$ cat src/shared/rtcpt_pkg.sv
// package: register map, field positions and constants of the real time clock
package rtcpt_pkg;
  localparam int          REG_AW          = 16;
  localparam int          DATA_W          = 16;
  localparam logic [15:0] ADDR_CONTROL    = 16'hEC00;
  localparam logic [15:0] ADDR_PRE_LOW    = 16'hEC06;
  localparam logic [15:0] ADDR_PRE_HIGH   = 16'hEC08;
  localparam logic [15:0] ADDR_DIV_LOW    = 16'hEC0A;
  localparam logic [15:0] ADDR_DIV_HIGH   = 16'hEC0C;
  localparam logic [15:0] ADDR_TIME_LOW   = 16'hEC0E;
  localparam logic [15:0] ADDR_TIME_HIGH  = 16'hEC10;
  localparam logic [15:0] ADDR_ALARM_LOW  = 16'hEC12;
  localparam logic [15:0] ADDR_ALARM_HIGH = 16'hEC14;
  localparam int          BIT_TICK_FLAG   = 0;
  localparam int          BIT_TICK_EN     = 1;
  localparam int          BIT_ALARM_FLAG  = 2;
  localparam int          BIT_ALARM_EN    = 3;
  localparam int          BIT_SWITCH_OFF  = 7;
  localparam int          PREDIV_RATIO    = 64;
  localparam int          PREDIV_W        = 6;
  localparam int          DIV_W           = 20;
  localparam int          DIV_HIGH_W      = 4;
  localparam int          TIME_W          = 32;
  localparam logic [15:0] ZERO16          = 16'h0000;
endpackage

$ cat src/core/rtcpt_prediv.sv
// fixed pre-divider giving one tick per ratio clocks
`timescale 1ns/10ps
module rtcpt_prediv
  import rtcpt_pkg::*;
#(
  parameter int RATIO = PREDIV_RATIO
) (
  input  wire logic core_clk,
  input  wire logic run,
  output logic      tick
);
  logic [PREDIV_W-1:0] cnt_r;

  // not reset by system reset; held at zero while stopped so a restart runs a full period
  always_ff @(posedge core_clk) begin
    if (!run) begin
      cnt_r <= '0;
    end else if (cnt_r == PREDIV_W'(RATIO - 1)) begin
      cnt_r <= '0;
    end else begin
      cnt_r <= cnt_r + PREDIV_W'(1);
    end
  end

  assign tick = run && (cnt_r == PREDIV_W'(RATIO - 1));
endmodule // rtcpt_prediv

$ cat src/core/rtcpt_core.sv
// real time clock: prescaler, divider, time counter, alarm and bus registers
//
// Function
// - tick equals 64 times prescale clocks
// - divider reloads each period from prescale
// - divider zero reloads and emits tick
// - prescale change loads divider immediately
// - divider read only; upper high bits zero
// - time counter increments on each tick
// - tick flag set; output gated by enable
// - alarm match sets flag; output gated
// - control bits 0,1,2,3,7 reset zero
// - switch-off stops counting, unlocks, gates oscillator in power-down
// - switch-off clear keeps everything running
// - prescale writes need switch-off set
// - time writes need switch-off set
// - time write loads; read returns count
// - alarm writes always accepted
// - system reset leaves timekeeping untouched
// - requests drive external wake-up inputs
// - all registers on 16-bit peripheral bus
`timescale 1ns/10ps
module rtcpt_core
  import rtcpt_pkg::*;
#(
  parameter int RATIO = PREDIV_RATIO
) (
  input  wire logic              core_clk,
  input  wire logic              rst,
  input  wire logic              powerdown,
  input  wire logic              bus_sel,
  input  wire logic              bus_wr,
  input  wire logic [REG_AW-1:0] bus_addr,
  input  wire logic [DATA_W-1:0] bus_wdata,
  output logic      [DATA_W-1:0] bus_rdata,
  output logic                   tick_irq_req,
  output logic                   alarm_irq_req,
  output logic                   osc_enable
);
  // ****************************************
  // registers
  // ****************************************
  logic [DIV_W-1:0]      prescale_r;
  logic [DIV_W-1:0]      divider_r;
  logic [TIME_W-1:0]     time_r;
  logic [TIME_W-1:0]     alarm_r;
  logic                  tick_flag_r;
  logic                  tick_en_r;
  logic                  alarm_flag_r;
  logic                  alarm_en_r;
  logic                  switch_off_bit;
  logic [DATA_W-1:0]     rdata_r;
  logic                  pre_tick;
  logic                  ref_tick;
  logic                  running;
  logic                  wr_ctl;
  logic                  wr_pl;
  logic                  wr_ph;
  logic                  wr_tl;
  logic                  wr_th;
  logic                  wr_al;
  logic                  wr_ah;
  logic                  alarm_hit;
  logic                  prescale_load;
  logic [DIV_W-1:0]      prescale_nxt;

  function automatic logic hit(input logic [REG_AW-1:0] a, input logic [REG_AW-1:0] b);
    return bus_sel && bus_wr && (a == b);
  endfunction

  function automatic logic [DATA_W-1:0] upper_word(input logic [DIV_W-1:0] v);
    return DATA_W'(v[DIV_W-1:DATA_W]);
  endfunction

  assign running = !switch_off_bit;
  assign wr_ctl  = hit(bus_addr, ADDR_CONTROL);
  assign wr_pl   = hit(bus_addr, ADDR_PRE_LOW) && switch_off_bit;
  assign wr_ph   = hit(bus_addr, ADDR_PRE_HIGH) && switch_off_bit;
  assign wr_tl   = hit(bus_addr, ADDR_TIME_LOW) && switch_off_bit;
  assign wr_th   = hit(bus_addr, ADDR_TIME_HIGH) && switch_off_bit;
  assign wr_al   = hit(bus_addr, ADDR_ALARM_LOW);
  assign wr_ah   = hit(bus_addr, ADDR_ALARM_HIGH);

  // oscillator stops only in power-down with switch-off set
  assign osc_enable = !(switch_off_bit && powerdown);

  // ****************************************
  // divider chain
  // ****************************************
  rtcpt_prediv #(
    .RATIO (RATIO)
  ) u_prediv (
    .core_clk (core_clk),
    .run      (running),
    .tick     (pre_tick)
  );

  assign ref_tick = pre_tick && (divider_r == '0);

  always_comb begin
    prescale_nxt = prescale_r;
    if (wr_pl) begin
      prescale_nxt[DATA_W-1:0] = bus_wdata;
    end
    if (wr_ph) begin
      prescale_nxt[DIV_W-1:DATA_W] = bus_wdata[DIV_HIGH_W-1:0];
    end
  end
  assign prescale_load = prescale_nxt != prescale_r;

  // no reset: prescale survives system reset
  always_ff @(posedge core_clk) begin
    prescale_r <= prescale_nxt;
  end

  // divider counts down, reloads at zero; ratio 64 x prescale
  always_ff @(posedge core_clk) begin
    if (prescale_load) begin
      divider_r <= prescale_nxt;
    end else if (ref_tick) begin
      divider_r <= prescale_r - DIV_W'(1);
    end else if (pre_tick) begin
      divider_r <= divider_r - DIV_W'(1);
    end
  end

  // ****************************************
  // time counter and alarm
  // ****************************************
  always_ff @(posedge core_clk) begin
    if (wr_tl) begin
      time_r[DATA_W-1:0] <= bus_wdata;
    end else if (wr_th) begin
      time_r[TIME_W-1:DATA_W] <= bus_wdata;
    end else if (ref_tick) begin
      time_r <= time_r + TIME_W'(1);
    end
  end

  always_ff @(posedge core_clk) begin
    if (wr_al) begin
      alarm_r[DATA_W-1:0] <= bus_wdata;
    end
    if (wr_ah) begin
      alarm_r[TIME_W-1:DATA_W] <= bus_wdata;
    end
  end

  // rising edge of equality avoids re-raising each clock in the match
  logic match_r;
  always_ff @(posedge core_clk) begin
    match_r <= (time_r == alarm_r);
  end
  assign alarm_hit = (time_r == alarm_r) && !match_r;

  // ****************************************
  // control register
  // ****************************************
  always_ff @(posedge core_clk) begin
    if (rst) begin
      tick_en_r      <= 1'b0;
      alarm_en_r     <= 1'b0;
      switch_off_bit <= 1'b0;
    end else if (wr_ctl) begin
      tick_en_r      <= bus_wdata[BIT_TICK_EN];
      alarm_en_r     <= bus_wdata[BIT_ALARM_EN];
      switch_off_bit <= bus_wdata[BIT_SWITCH_OFF];
    end
  end

  always_ff @(posedge core_clk) begin
    if (rst) begin
      tick_flag_r <= 1'b0;
    end else if (ref_tick) begin
      tick_flag_r <= 1'b1;
    end else if (wr_ctl) begin
      tick_flag_r <= bus_wdata[BIT_TICK_FLAG];
    end
  end

  always_ff @(posedge core_clk) begin
    if (rst) begin
      alarm_flag_r <= 1'b0;
    end else if (alarm_hit) begin
      alarm_flag_r <= 1'b1;
    end else if (wr_ctl) begin
      alarm_flag_r <= bus_wdata[BIT_ALARM_FLAG];
    end
  end

  // requests route to external wake-up inputs, rising edge active
  assign tick_irq_req  = tick_flag_r && tick_en_r;
  assign alarm_irq_req = alarm_flag_r && alarm_en_r;

  // ****************************************
  // read path
  // ****************************************
  always_ff @(posedge core_clk) begin
    rdata_r <= ZERO16;
    if (bus_sel && !bus_wr) begin
      unique case (bus_addr)
        ADDR_CONTROL: begin
          rdata_r[BIT_TICK_FLAG]  <= tick_flag_r;
          rdata_r[BIT_TICK_EN]    <= tick_en_r;
          rdata_r[BIT_ALARM_FLAG] <= alarm_flag_r;
          rdata_r[BIT_ALARM_EN]   <= alarm_en_r;
          rdata_r[BIT_SWITCH_OFF] <= switch_off_bit;
        end
        ADDR_PRE_LOW:    rdata_r <= prescale_r[DATA_W-1:0];
        ADDR_PRE_HIGH:   rdata_r <= upper_word(prescale_r);
        ADDR_DIV_LOW:    rdata_r <= divider_r[DATA_W-1:0];
        ADDR_DIV_HIGH:   rdata_r <= upper_word(divider_r);
        ADDR_TIME_LOW:   rdata_r <= time_r[DATA_W-1:0];
        ADDR_TIME_HIGH:  rdata_r <= time_r[TIME_W-1:DATA_W];
        ADDR_ALARM_LOW:  rdata_r <= alarm_r[DATA_W-1:0];
        ADDR_ALARM_HIGH: rdata_r <= alarm_r[TIME_W-1:DATA_W];
        default:         rdata_r <= ZERO16;
      endcase
    end
  end
  assign bus_rdata = rdata_r;

  // ****************************************
  // checks
  // ****************************************
  a_pre_tick_single: assert property (
    @(posedge core_clk) disable iff (rst)
    pre_tick |=> !pre_tick
  ) else $error("pre-divider tick longer than one clock");
  a_divider_reload: assert property (
    @(posedge core_clk) disable iff (rst)
    prescale_load |=> divider_r == prescale_r
  ) else $error("divider not reloaded");
  a_reload_period: assert property (
    @(posedge core_clk) disable iff (rst)
    ref_tick && !prescale_load |=> divider_r == $past(prescale_r) - DIV_W'(1)
  ) else $error("divider not reloaded at zero");
  a_div_stop: assert property (
    @(posedge core_clk) disable iff (rst)
    !running && !prescale_load |=> $stable(divider_r)
  ) else $error("divider moved while stopped");
  a_high_read_zero: assert property (
    @(posedge core_clk) disable iff (rst)
    bus_sel && !bus_wr && (bus_addr == ADDR_PRE_HIGH || bus_addr == ADDR_DIV_HIGH) |=> bus_rdata[DATA_W-1:DIV_HIGH_W] == '0
  ) else $error("unused high bits not zero");
  a_prescale_lock: assert property (
    @(posedge core_clk) disable iff (rst)
    !switch_off_bit |=> $stable(prescale_r)
  ) else $error("prescale changed while locked");
  a_prescale_write: assert property (
    @(posedge core_clk) disable iff (rst)
    wr_pl |=> prescale_r[DATA_W-1:0] == $past(bus_wdata)
  ) else $error("prescale low not written");
  a_prescale_high: assert property (
    @(posedge core_clk) disable iff (rst)
    wr_ph |=> prescale_r[DIV_W-1:DATA_W] == $past(bus_wdata[DIV_HIGH_W-1:0])
  ) else $error("prescale high not written");

  a_time_increment: assert property (
    @(posedge core_clk) disable iff (rst)
    ref_tick && !wr_tl && !wr_th |=> time_r == $past(time_r) + TIME_W'(1)
  ) else $error("time not advanced");
  a_stop_freezes: assert property (
    @(posedge core_clk) disable iff (rst)
    switch_off_bit && !wr_tl && !wr_th |=> $stable(time_r)
  ) else $error("time moved while stopped");
  a_time_lock: assert property (
    @(posedge core_clk) disable iff (rst)
    bus_sel && bus_wr && (bus_addr == ADDR_TIME_LOW || bus_addr == ADDR_TIME_HIGH) && !switch_off_bit && !ref_tick
    |=> $stable(time_r)
  ) else $error("time written while locked");
  a_time_low_write: assert property (
    @(posedge core_clk) disable iff (rst)
    wr_tl |=> time_r[DATA_W-1:0] == $past(bus_wdata)
  ) else $error("time low not loaded");
  a_time_high_write: assert property (
    @(posedge core_clk) disable iff (rst)
    wr_th |=> time_r[TIME_W-1:DATA_W] == $past(bus_wdata)
  ) else $error("time high not loaded");
  a_alarm_write: assert property (
    @(posedge core_clk) disable iff (rst)
    wr_al |=> alarm_r[DATA_W-1:0] == $past(bus_wdata)
  ) else $error("alarm low not written");
  a_alarm_high_write: assert property (
    @(posedge core_clk) disable iff (rst)
    wr_ah |=> alarm_r[TIME_W-1:DATA_W] == $past(bus_wdata)
  ) else $error("alarm high not written");
  a_alarm_sets_flag: assert property (
    @(posedge core_clk) disable iff (rst)
    alarm_hit |=> alarm_flag_r
  ) else $error("alarm flag not set");

  a_tick_sets_flag: assert property (
    @(posedge core_clk) disable iff (rst)
    ref_tick |=> tick_flag_r
  ) else $error("tick flag not set");
  a_tick_irq_gate: assert property (
    @(posedge core_clk) disable iff (rst)
    tick_irq_req |-> tick_en_r
  ) else $error("tick irq without enable");
  a_tick_irq_on: assert property (
    @(posedge core_clk) disable iff (rst)
    tick_flag_r && tick_en_r |-> tick_irq_req
  ) else $error("tick irq missing");
  a_alarm_irq_gate: assert property (
    @(posedge core_clk) disable iff (rst)
    alarm_irq_req |-> alarm_en_r && alarm_flag_r
  ) else $error("alarm irq without enable");
  a_alarm_irq_on: assert property (
    @(posedge core_clk) disable iff (rst)
    alarm_flag_r && alarm_en_r |-> alarm_irq_req
  ) else $error("alarm irq missing");
  a_flag_set_wins: assert property (
    @(posedge core_clk) disable iff (rst)
    alarm_hit && wr_ctl |=> alarm_flag_r
  ) else $error("alarm event lost on clear");
  a_tick_clear: assert property (
    @(posedge core_clk) disable iff (rst)
    wr_ctl && !ref_tick && !bus_wdata[BIT_TICK_FLAG] |=> !tick_flag_r
  ) else $error("tick flag not cleared");
  a_alarm_clear: assert property (
    @(posedge core_clk) disable iff (rst)
    wr_ctl && !alarm_hit && !bus_wdata[BIT_ALARM_FLAG] |=> !alarm_flag_r
  ) else $error("alarm flag not cleared");
  a_ctl_reset: assert property (
    @(posedge core_clk)
    rst |=> !tick_en_r && !alarm_en_r && !switch_off_bit && !tick_flag_r && !alarm_flag_r
  ) else $error("control bits not reset");

  a_read_control: assert property (
    @(posedge core_clk) disable iff (rst)
    bus_sel && !bus_wr && bus_addr == ADDR_CONTROL
    |=> bus_rdata[BIT_SWITCH_OFF] == $past(switch_off_bit) && bus_rdata[BIT_TICK_FLAG] == $past(tick_flag_r)
  ) else $error("control read wrong");
  a_rdata_idle: assert property (
    @(posedge core_clk) disable iff (rst)
    !(bus_sel && !bus_wr) |=> bus_rdata == ZERO16
  ) else $error("read data not zero when idle");
  a_osc_gate: assert property (
    @(posedge core_clk)
    !switch_off_bit |-> osc_enable
  ) else $error("oscillator gated while running");
  a_osc_stop: assert property (
    @(posedge core_clk)
    switch_off_bit && powerdown |-> !osc_enable
  ) else $error("oscillator not gated in power-down");
endmodule // rtcpt_core

$ cat config.mk
export PLATFORM = sky130hd
export DESIGN_NAME = rtcpt_core
export DESIGN_NICKNAME = d
export VERILOG_FILES = /design/src/shared/rtcpt_pkg.sv /design/src/core/rtcpt_prediv.sv /design/src/core/rtcpt_core.sv
export SDC_FILE = /design/constraint.sdc
export NUM_CORES = 1
export LEC_CHECK = 0
export BUFFER_PORTS_ARGS = -buffer_cell sky130_fd_sc_hd__buf_2
export CAP_MARGIN = 30
export CORE_AREA = 3 3 163 165
export CTS_BUF_LIST = sky130_fd_sc_hd__clkbuf_4 sky130_fd_sc_hd__clkbuf_8
export CTS_CLUSTER_DIAMETER = 200
export DETAILED_ROUTE_END_ITERATION = 6
export DIE_AREA = 0 0 166 168
export PLACE_DENSITY = 0.52
export SLEW_MARGIN = 10
export SYNTH_ARGS = -nofsm -noshare
export SYNTH_HDL_FRONTEND = slang
export SYNTH_SLANG_ARGS = --single-unit
$ cat constraint.sdc
create_clock -name core_clk -period 3.7 [get_ports core_clk]
set_clock_uncertainty 0.15 [all_clocks]
set_input_delay 0.74 -clock core_clk [delete_from_list [all_inputs] [get_ports core_clk]]
set_output_delay 0.74 -clock core_clk [all_outputs]
set_load 0.01 [all_outputs]
==> flow_metrics.env, run 1 <==
export IMPL_period_share_pct=93.0
export IMPL_peakVddDrop_mv=0.157
export IMPL_drive_gt1_share_pct=20.7
export IMPL_die_area_mm2=0.0279
export IMPL_swShare_pct=25.2
export IMPL_gp_congestion=0.876
export IMPL_synthArstFlopShare_pct=0
export IMPL_cts_resized=0
export IMPL_fin_tns_setup_ps=0
export IMPL_syn_avg_cell_area_um2=9.76
export IMPL_dp_cells=1156
export IMPL_grt_pass1_wl_um=39300
export IMPL_clkSinkCount=132
export IMPL_p_int_uw=2220
export IMPL_grt_util_all_layers_pct=18.3
export IMPL_p_clk_share_pct=44.8
export IMPL_cp_max_fo=6
export IMPL_status="finished with violations"
export IMPL_numCtsBuffers=17
export IMPL_layout_nets=885
export IMPL_syn_inst=777
export IMPL_antenna_cells=0
export IMPL_finish_utilization_pct=35.0
export IMPL_cts_setup_buffers=0
export IMPL_routed_wl_um=25800
export IMPL_crit_type="reg2reg"
export IMPL_crit_path_end_kind="flip-flop"
export IMPL_final_cell_mix="edfxtp_1, nor2_1, xor2_1"
export IMPL_dp_hpwl_um=19600
export IMPL_io_pins=56
export IMPL_avgRoutedWirePerCell_um=21.7
export IMPL_start_util_pct=30.1
export IMPL_period_minus_slack_ps=3440
export IMPL_vias=6583
export IMPL_synthDistinctLibCells=64
export IMPL_relSlewSlack_pct=44.3
export IMPL_ant_nets=0
export IMPL_synth_edff_count=84
export IMPL_synth_warnings=0
export IMPL_seq_area_frac_synth_pct=45.9
export IMPL_cts_root_buf="clkbuf_8"
export IMPL_cp_required_ps=3760
export IMPL_dr_pass1_iters=7
export IMPL_io_buffers=55
export IMPL_rsz0062_at_grt="false"
export IMPL_coreArea_mm2=0.0252
export IMPL_cts_hold_buffers_added=0
export IMPL_power_density_mw_per_mm2=338
export IMPL_clock_fmax_mhz=291
export IMPL_tightest_slew_ps=828
export IMPL_ys_ff_latch=132
export IMPL_grt_overflow_total=0
export IMPL_seqPwrFrac_pct=52.3
export IMPL_layout_commonest_cell="edfxtp_1"
export IMPL_p_switching_uw=751
export IMPL_viasPerCell=5.54
export IMPL_syn_nets=817
export IMPL_die_h_um=168
export IMPL_final_hold_viol_count=0
export IMPL_num_rows=58
export IMPL_fp_dieW_um=166
export IMPL_p_leak_uw=0.00303
export IMPL_yosys_most_used_dff="edfxtp_1"
export IMPL_clockBufferDepth=2
export IMPL_combinationalPowerShare_pct=2.9
export IMPL_grt_pass1_vias=6365
export IMPL_synth_area_mm2=0.00758
export IMPL_dr_first_iter_drc_count=944
export IMPL_failed_checks="design-rule violations"
export IMPL_htree_num_levels=4
export IMPL_tritoncts="yes"
export IMPL_drv_cap=0
export IMPL_hold_path_class="reg2reg"
export IMPL_critPathLaunchType="flip-flop"
export IMPL_antenna_found_initial=0
export IMPL_worstSkewPairLatency_ps=460
export IMPL_final_area_mm2=0.00880
export IMPL_drc=2
export IMPL_clk_pin_slew_ps=90
export IMPL_grt_max_degree=33
export IMPL_slew_violations=0
export IMPL_setup_violations_final=0
export IMPL_synthToLayoutAreaGrowth_pct=16.1
export IMPL_place_area_mm2=0.00838
export IMPL_fin_cells=1188
export IMPL_cp_data_arrival_time_ps=3500
export IMPL_power_total_uw=2970
[cell families (layout without fill, tap and decap cells)]
logic type / after synthesis / count (layout) / synth area share, %
compound gates: 168 / 168 / 14.2
mux: 38 / 38 / 5.56
xor+xnor: 95 / 95 / 11.0
simple gates: 287 / 287 / 19.6
fa+ha+maj: 3 / 3 / 0.495
buf+inv: 54 / 135 / 3.23
flops: 132 / 132 / 45.9
[per-stage QoR]
step	hold slack [ps]	worst slack, ps
finish	306	258
detailed placement	295	202
CTS	310	221
floorplan	268	12.4
global route	345	32.4
global placement	279	241
[power groups by stage]
stage	clock, uW	combinational, uW	sequential, uW
6_report	1330	87.5	1560
4_1_cts	1350	86.8	1560
3_5_place_dp	0	86.4	1590
3_3_place_gp	0	86.5	1590
5_1_grt	1420	94.6	1560
2_1_floorplan	0	31.1	1590
[routing by layer]
metal	up-vias	global-route usage, %	share of wire, %
li1	3040	-	-
met4	0	6.11	3.1
met2	248	29.6	47
met3	58	3.52	5.7
met5	-	0	0
met1	3237	24.6	44
[state kept, by name, indices dropped and copies added (netlist names)]
name,count
alarm_en_r,1
alarm_flag_r,1
alarm_r,32
bus_rdata,16
divider_r,20
match_r,1
prescale_r,20
switch_off_bit,1
tick_en_r,1
tick_flag_r,1
time_r,32
u_prediv.cnt_r,6
[worst paths after layout]
check | endpoint | cells past startpoint | startpoint | slack, ps
setup / recovery | divider_r[18] | 12 | divider_r[0] | 260
hold / removal | u_prediv.cnt_r[0] | 1 | u_prediv.cnt_r[0] | 310
setup reg to reg | divider_r[18] | 12 | divider_r[0] | 260
hold reg to reg | u_prediv.cnt_r[0] | 1 | u_prediv.cnt_r[0] | 310
[cell type report]
type                            count  area, um^2
Tap cell                          330         413
Multi-Input combinational cell    591        3870
Timing Repair Buffer               99         606
Clock inverter                     14         169
Inverter                            4        15.0
Sequential cell                   132        3480
Fill cell                        2571       16400
Clock buffer                       18         248
[synth_stat cells (6+ instances only)]
cell type	number	area [um^2]
edfxtp_1	84	2520
mux2_2	28	315
nand2_1	54	203
nor2_1	81	304
or3_1	8	50.1
nand4_1	9	56.3
o21ai_0	27	135
mux2i_1	8	80.1
and3_1	16	100
xor2_1	76	666
buf_2	6	30.0
a21oi_1	56	280
a222oi_1	6	60.1
dfxtp_1	48	961
a22oi_1	38	285
nor4_1	22	138
clkbuf_1	38	143
nand3_1	35	175
xnor2_1	19	166
or4_1	6	45.0
nor3_1	23	115
a31oi_1	14	87.6
[critical path: stages (launching register included)]
cell and delay, ps:
edfxtp_1 450, nor4_1 80, and4_1 250, and3_1 240
a21oi_2 180, ha_1 180, or4b_2 630, nor4_4 210
nand3_1 110, mux2i_1 180, nand3_1 120, xor2_1 150
mux2_4 250
No activity file was read; power rests on OpenSTA's default activity.
==> run 2, diff against run 1 <==
--- a/config.mk
+++ b/config.mk
@@ -12,8 +12,10 @@
 export CTS_CLUSTER_DIAMETER = 200
 export DETAILED_ROUTE_END_ITERATION = 6
 export DIE_AREA = 0 0 166 168
+export MAX_ROUTING_LAYER = met4
 export PLACE_DENSITY = 0.52
 export SLEW_MARGIN = 10
 export SYNTH_ARGS = -nofsm -noshare
 export SYNTH_HDL_FRONTEND = slang
+export SYNTH_HIERARCHICAL = 1
 export SYNTH_SLANG_ARGS = --single-unit
==> flow_metrics.env, run 2 <==
export IMPL_tritoncts="yes"
export IMPL_setup_violations_final=0
export IMPL_grt_pass1_wl_um=36800
export IMPL_grt_max_degree=34
export IMPL_cts_root_buf="clkbuf_8"
export IMPL_slew_violations=0
export IMPL_status="finished clean"
export IMPL_cp_data_arrival_time_ps=3540
export IMPL_start_util_pct=29.9
export IMPL_r2r_slack_ps=210
export IMPL_rsz0062_at_grt="false"
export IMPL_io_buffers=55
export IMPL_synthToLayoutAreaGrowth_pct=14.6
export IMPL_coreArea_mm2=0.0252
export IMPL_grt_pass1_vias=6127
export IMPL_synth_common_cells="edfxtp_1, nor2_1, xor2_1, a21oi_1, nand2_1"
export IMPL_yosysMostFrequentCell="edfxtp_1"
export IMPL_synth_top_area_share_pct=33.5
export IMPL_die_h_um=168
export IMPL_critPathLaunchType="flip-flop"
export IMPL_synth_area_mm2=0.00753
export IMPL_die_area_mm2=0.0279
export IMPL_clock_fmax_mhz=287
export IMPL_ant_nets=0
export IMPL_power_total_uw=2870
export IMPL_seq_area_frac_synth_pct=46.2
export IMPL_vias=6140
export IMPL_final_cell_mix="edfxtp_1, nor2_1, xor2_1"
export IMPL_tightest_slew_ps=704
export IMPL_viasPerCell=5.34
export IMPL_synth_area_leader_cell="edfxtp_1"
export IMPL_synth_edff_count=84
export IMPL_clockBufferDepth=2
export IMPL_syn_inst=748
export IMPL_drive_gt1_share_pct=20.0
export IMPL_num_rows=58
export IMPL_grt_util_all_layers_pct=17.5
export IMPL_gp_congestion=0.907
export IMPL_fin_tns_setup_ps=0
export IMPL_antenna_found_initial=0
export IMPL_htree_num_levels=4
export IMPL_routed_wl_um=23900
export IMPL_cp_max_fo=3
export IMPL_ys_ff_latch=132
export IMPL_power_density_mw_per_mm2=332
export IMPL_drc=0
export IMPL_synth_area_top_cells="edfxtp_1, dfxtp_1, xor2_1"
export IMPL_dr_pass1_iters=5
export IMPL_clkSinkCount=132
export IMPL_peakVddDrop_mv=0.208
export IMPL_grt_overflow_total=0
export IMPL_synthArstFlopShare_pct=0
export IMPL_cp_required_ps=3750
export IMPL_drv_cap=0
export IMPL_reg_largest_list="alarm_r (32), time_r (32)"
export IMPL_syn_avg_cell_area_um2=10.1
export IMPL_synthDistinctLibCells=66
export IMPL_final_hold_viol_count=0
export IMPL_relSlewSlack_pct=52.7
export IMPL_yosys_most_used_dff="edfxtp_1"
export IMPL_hold_path_class="reg2reg"
export IMPL_period_minus_slack_ps=3490
export IMPL_worstSkewPairLatency_ps=460
export IMPL_period_share_pct=94.3
export IMPL_p_leak_uw=0.00307
export IMPL_crit_path_end_kind="flip-flop"
export IMPL_antenna_cells=0
export IMPL_io_pins=56
export IMPL_clk_pin_slew_ps=80
export IMPL_layout_nets=847
export IMPL_dp_hpwl_um=17800
export IMPL_avgRoutedWirePerCell_um=20.7
export IMPL_syn_nets=788
export IMPL_numCtsBuffers=17
export IMPL_layout_commonest_cell="edfxtp_1"
export IMPL_crit_type="reg2reg"
export IMPL_synth_warnings=6
export IMPL_dr_first_iter_drc_count=574
export IMPL_cts_hold_buffers_added=0
export IMPL_fp_dieW_um=166
run 2: cell count changes in the layout (fill, tap and decap cells not counted), moves of 11 or more:
cell / previous run / this run
a22oi_1: 38 / 6
buf_4: 44 / 27
mux2i_1: 8 / 21
nand4_1: 9 / 21
nor2_1: 81 / 70
o21ai_0: 27 / 13
xnor2_1: 19 / 33
xor2_1: 76 / 63
run 2: metrics by stage:
step                      setup slack [ps]  cell area, um^2  std cells  hold slack, ps  utilization (%)
after floorplan                       25.2             7530        748             279                -
after global placement                 198             8260       1118             296             32.8
after detailed placement               122             8260       1118             303             32.8
after CTS                              107             8630       1150             320             34.3
after global routing                  7.00             8640       1150             333             34.3
final                                  212             8640       1150             312             34.3
run 2: worst max-delay path, stage by stage, from the launching register on:
cell and delay, ps:
dfxtp_1 370, ha_1 220, nand2_1 110, nor3_2 220, or4b_4 530, nor4_4 280
and2_4 190, a21oi_1 80, ha_1 230, nand3_1 130, a311o_1 140, a21oi_1 50
or2_2 290, mux2_2 260
run 2: final timing paths:
check / from / end / cells past startpoint
max: u_prediv/cnt_r[0] / divider_r[10] / 13
min: u_prediv/cnt_r[0] / u_prediv/cnt_r[0] / 1
max reg2reg: u_prediv/cnt_r[0] / divider_r[10] / 13
min reg2reg: u_prediv/cnt_r[0] / u_prediv/cnt_r[0] / 1
run 2: timing repair:
item	4_1_cts	5_1_grt
setup buffers	0	0
hold endpoints to repair	0	0
endpoints found under the setup margin	0	3
resized for setup	0	1
run 2: layout make-up:
type	count	area (um^2)
clock inverter	11	111
sequential	132	3480
multi-input combinational	564	3850
timing repair buffer	82	478
clock buffer	21	264
fill	2554	16500
tap	330	413
inverter	10	37.5
run 2: cell families after synthesis:
family	share of synthesized area (%)
compound gates	13.5
xor+xnor	11.2
fa+ha+maj	0.498
buf+inv	2.81
flops	46.2
mux	7.57
simple gates	18.2
run 2: per-layer routing:
metal	wire length, um	global-route usage (%)	vias to the layer above
met1	10700	22.7	3035
met4	459	5.14	0
met2	11500	28.2	162
met5	0	-	-
met3	1200	3.01	24
li1	-	-	2919
run 2: where the power goes:
group,internal [uW],switching [uW],leakage [uW]
clock,619,581,0.000192
sequential,1560,5.96,0.00114
combinational,37.8,63.8,0.00173
total,2210,651,0.00307
==> run 3, diff against run 2 <==
--- a/config.mk
+++ b/config.mk
@@ -7,13 +7,13 @@
 export LEC_CHECK = 0
 export BUFFER_PORTS_ARGS = -buffer_cell sky130_fd_sc_hd__buf_2
 export CAP_MARGIN = 30
-export CORE_AREA = 3 3 163 165
+export CORE_AREA = 3 3 119 121
 export CTS_BUF_LIST = sky130_fd_sc_hd__clkbuf_4 sky130_fd_sc_hd__clkbuf_8
 export CTS_CLUSTER_DIAMETER = 200
 export DETAILED_ROUTE_END_ITERATION = 6
-export DIE_AREA = 0 0 166 168
+export DIE_AREA = 0 0 122 124
 export MAX_ROUTING_LAYER = met4
-export PLACE_DENSITY = 0.52
+export PLACE_DENSITY = 0.84
 export SLEW_MARGIN = 10
 export SYNTH_ARGS = -nofsm -noshare
 export SYNTH_HDL_FRONTEND = slang
==> flow_metrics.env, run 3 (synthesis results as in run 2) <==
export IMPL_period_minus_slack_ps=3510
export IMPL_power_total_uw=2890
export IMPL_slew_violations=0
export IMPL_die_h_um=124
export IMPL_num_rows=42
export IMPL_crit_family="simple AND/OR/NAND/NOR gates"
export IMPL_crit_path_cell_trace="ha_1 > nand2_1 > nor3_2 > or4b_4 > nor4_4 > and2_4 > a21oi_1 > ha_2 > nand3_1 > a311o_1 > a21oi_1 > or2_2 > mux2_2"
export IMPL_antenna_cells=0
export IMPL_crit_top_cell="a21oi_1"
export IMPL_cts_root_buf="clkbuf_8"
export IMPL_io_buffers=55
export IMPL_cp_required_ps=3760
export IMPL_cts_resized=0
export IMPL_grt_util_all_layers_pct=29.3
export IMPL_dr_pass1_iters=7
export IMPL_grt_pass1_wl_um=32600
export IMPL_min_from="u_prediv/cnt_r[0]"
export IMPL_die_area_mm2=0.0151
export IMPL_clock_fmax_mhz=285
export IMPL_setup_violations_final=0
export IMPL_worstSkewPairLatency_ps=460
export IMPL_n_fill_cell=1057
export IMPL_drc=0
export IMPL_seqCellArea_mm2=0.00348
export IMPL_critPathLaunchType="flip-flop"
export IMPL_viasPerCell=6.54
export IMPL_cp_data_arrival_time_ps=3570
export IMPL_synthToLayoutAreaGrowth_pct=12.2
export IMPL_clk_pin_slew_ps=70
export IMPL_wl_met2_um=10100
export IMPL_grt_overflow_total=0
export IMPL_ant_nets=0
export IMPL_peakVddDrop_mv=0.208
export IMPL_relSlewSlack_pct=46.4
export IMPL_gp_congestion=1.00
export IMPL_holdWs_ps=318
export IMPL_drive_gt1_share_pct=19.8
export IMPL_start_util_pct=57.1
export IMPL_coreArea_mm2=0.0132
export IMPL_grt_pass1_vias=6037
export IMPL_dr_wl_met3_um=2240
export IMPL_final_cell_mix="edfxtp_1, nor2_1, xor2_1"
export IMPL_reg2reg_from="u_prediv/cnt_r[0]"
export IMPL_cts_hold_buffers_added=0
export IMPL_power_density_mw_per_mm2=342
export IMPL_layout_nets=845
export IMPL_io_pins=56
export IMPL_routed_wl_um=21300
export IMPL_tightest_slew_ps=796
export IMPL_status="finished clean"
export IMPL_crit_type="reg2reg"
export IMPL_top_layer="met4"
export IMPL_slowest_stage="or4b_4"
export IMPL_layout_commonest_cell="edfxtp_1"
export IMPL_cp_max_fo=4
export IMPL_hold_path_class="reg2reg"
export IMPL_htree_num_levels=4
export IMPL_cts_setup_buffers=0
export IMPL_crit_path_end_kind="flip-flop"
export IMPL_final_hold_viol_count=0
export IMPL_clkSinkCount=132
export IMPL_crit_path_start="u_prediv/cnt_r[0]"
export IMPL_fp_dieW_um=122
export IMPL_critical_path_buf_inv_count=0
export IMPL_drv_cap=0
export IMPL_clockBufferDepth=2
export IMPL_tritoncts="yes"
export IMPL_period_share_pct=94.8
export IMPL_avgRoutedWirePerCell_um=21.4
export IMPL_cpPeakStageDelay_ps=530
export IMPL_dp_hpwl_um=15500
export IMPL_vias=6498
export IMPL_reg_largest_list="alarm_r (32), time_r (32)"
export IMPL_multi_input_area_mm2=0.00385
export IMPL_p_leak_uw=0.00307
export IMPL_dr_first_iter_drc_count=1016
export IMPL_numCtsBuffers=17
export IMPL_antenna_found_initial=0
export IMPL_grt_max_degree=34
export IMPL_m1WireLength_um=8160
run 3: cell count changes in the layout (fill, tap and decap cells not counted):
cell | previous run | this run
clkinv_1 | 2 | 3
clkbuf_4 | 4 | 6
ha_1 | 3 | 2
clkinv_2 | 4 | 1
clkinv_4 | 1 | 0
ha_2 | 0 | 1
clkbuf_8 | 17 | 20
clkinvlp_4 | 2 | 0
buf_4 | 27 | 25
run 3: path summary, 6_finish.rpt:
path,slack [ps],endpoint,depth (start not counted)
max,190,divider_r[10],13
min,320,u_prediv/cnt_r[0],1
max reg2reg,190,divider_r[10],13
min reg2reg,320,u_prediv/cnt_r[0],1
run 3: power breakdown:
group | switching [uW] | leakage [uW] | internal, uW | total, uW
logic | 61.4 | 0.00172 | 38.5 | 100
clock network | 538 | 0.000208 | 690 | 1230
registers | 6.45 | 0.00114 | 1560 | 1570
run 3: area by class of cell:
class	count	area share (%)
Clock inverter	6	0.903
Timing Repair Buffer	80	5.48
Clock buffer	26	3.79
Multi-Input combinational cell	564	45.6
Tap cell	176	2.60
Sequential cell	132	41.2
Inverter	10	0.444
run 3: metal layers:
layer	vias to the layer above	GRT usage, %
met5	-	-
li1	2916	-
met4	0	12.8
met3	91	6.95
met2	434	45.2
met1	3057	37.2
run 3: per-stage QoR:
step | std cells | utilization, % | cell area, um^2 | setup TNS (ps) | setup WS (ps)
final | 994 | 64.1 | 8450 | 0 | 193
after global routing | 994 | 64.1 | 8450 | -1.47 | -1.47
after CTS | 994 | 64.0 | 8450 | 0 | 115
after detailed placement | 962 | 61.0 | 8050 | 0 | 127
after global placement | 962 | 61.0 | 8050 | 0 | 206
after floorplan | 748 | - | 7530 | 0 | 25.2
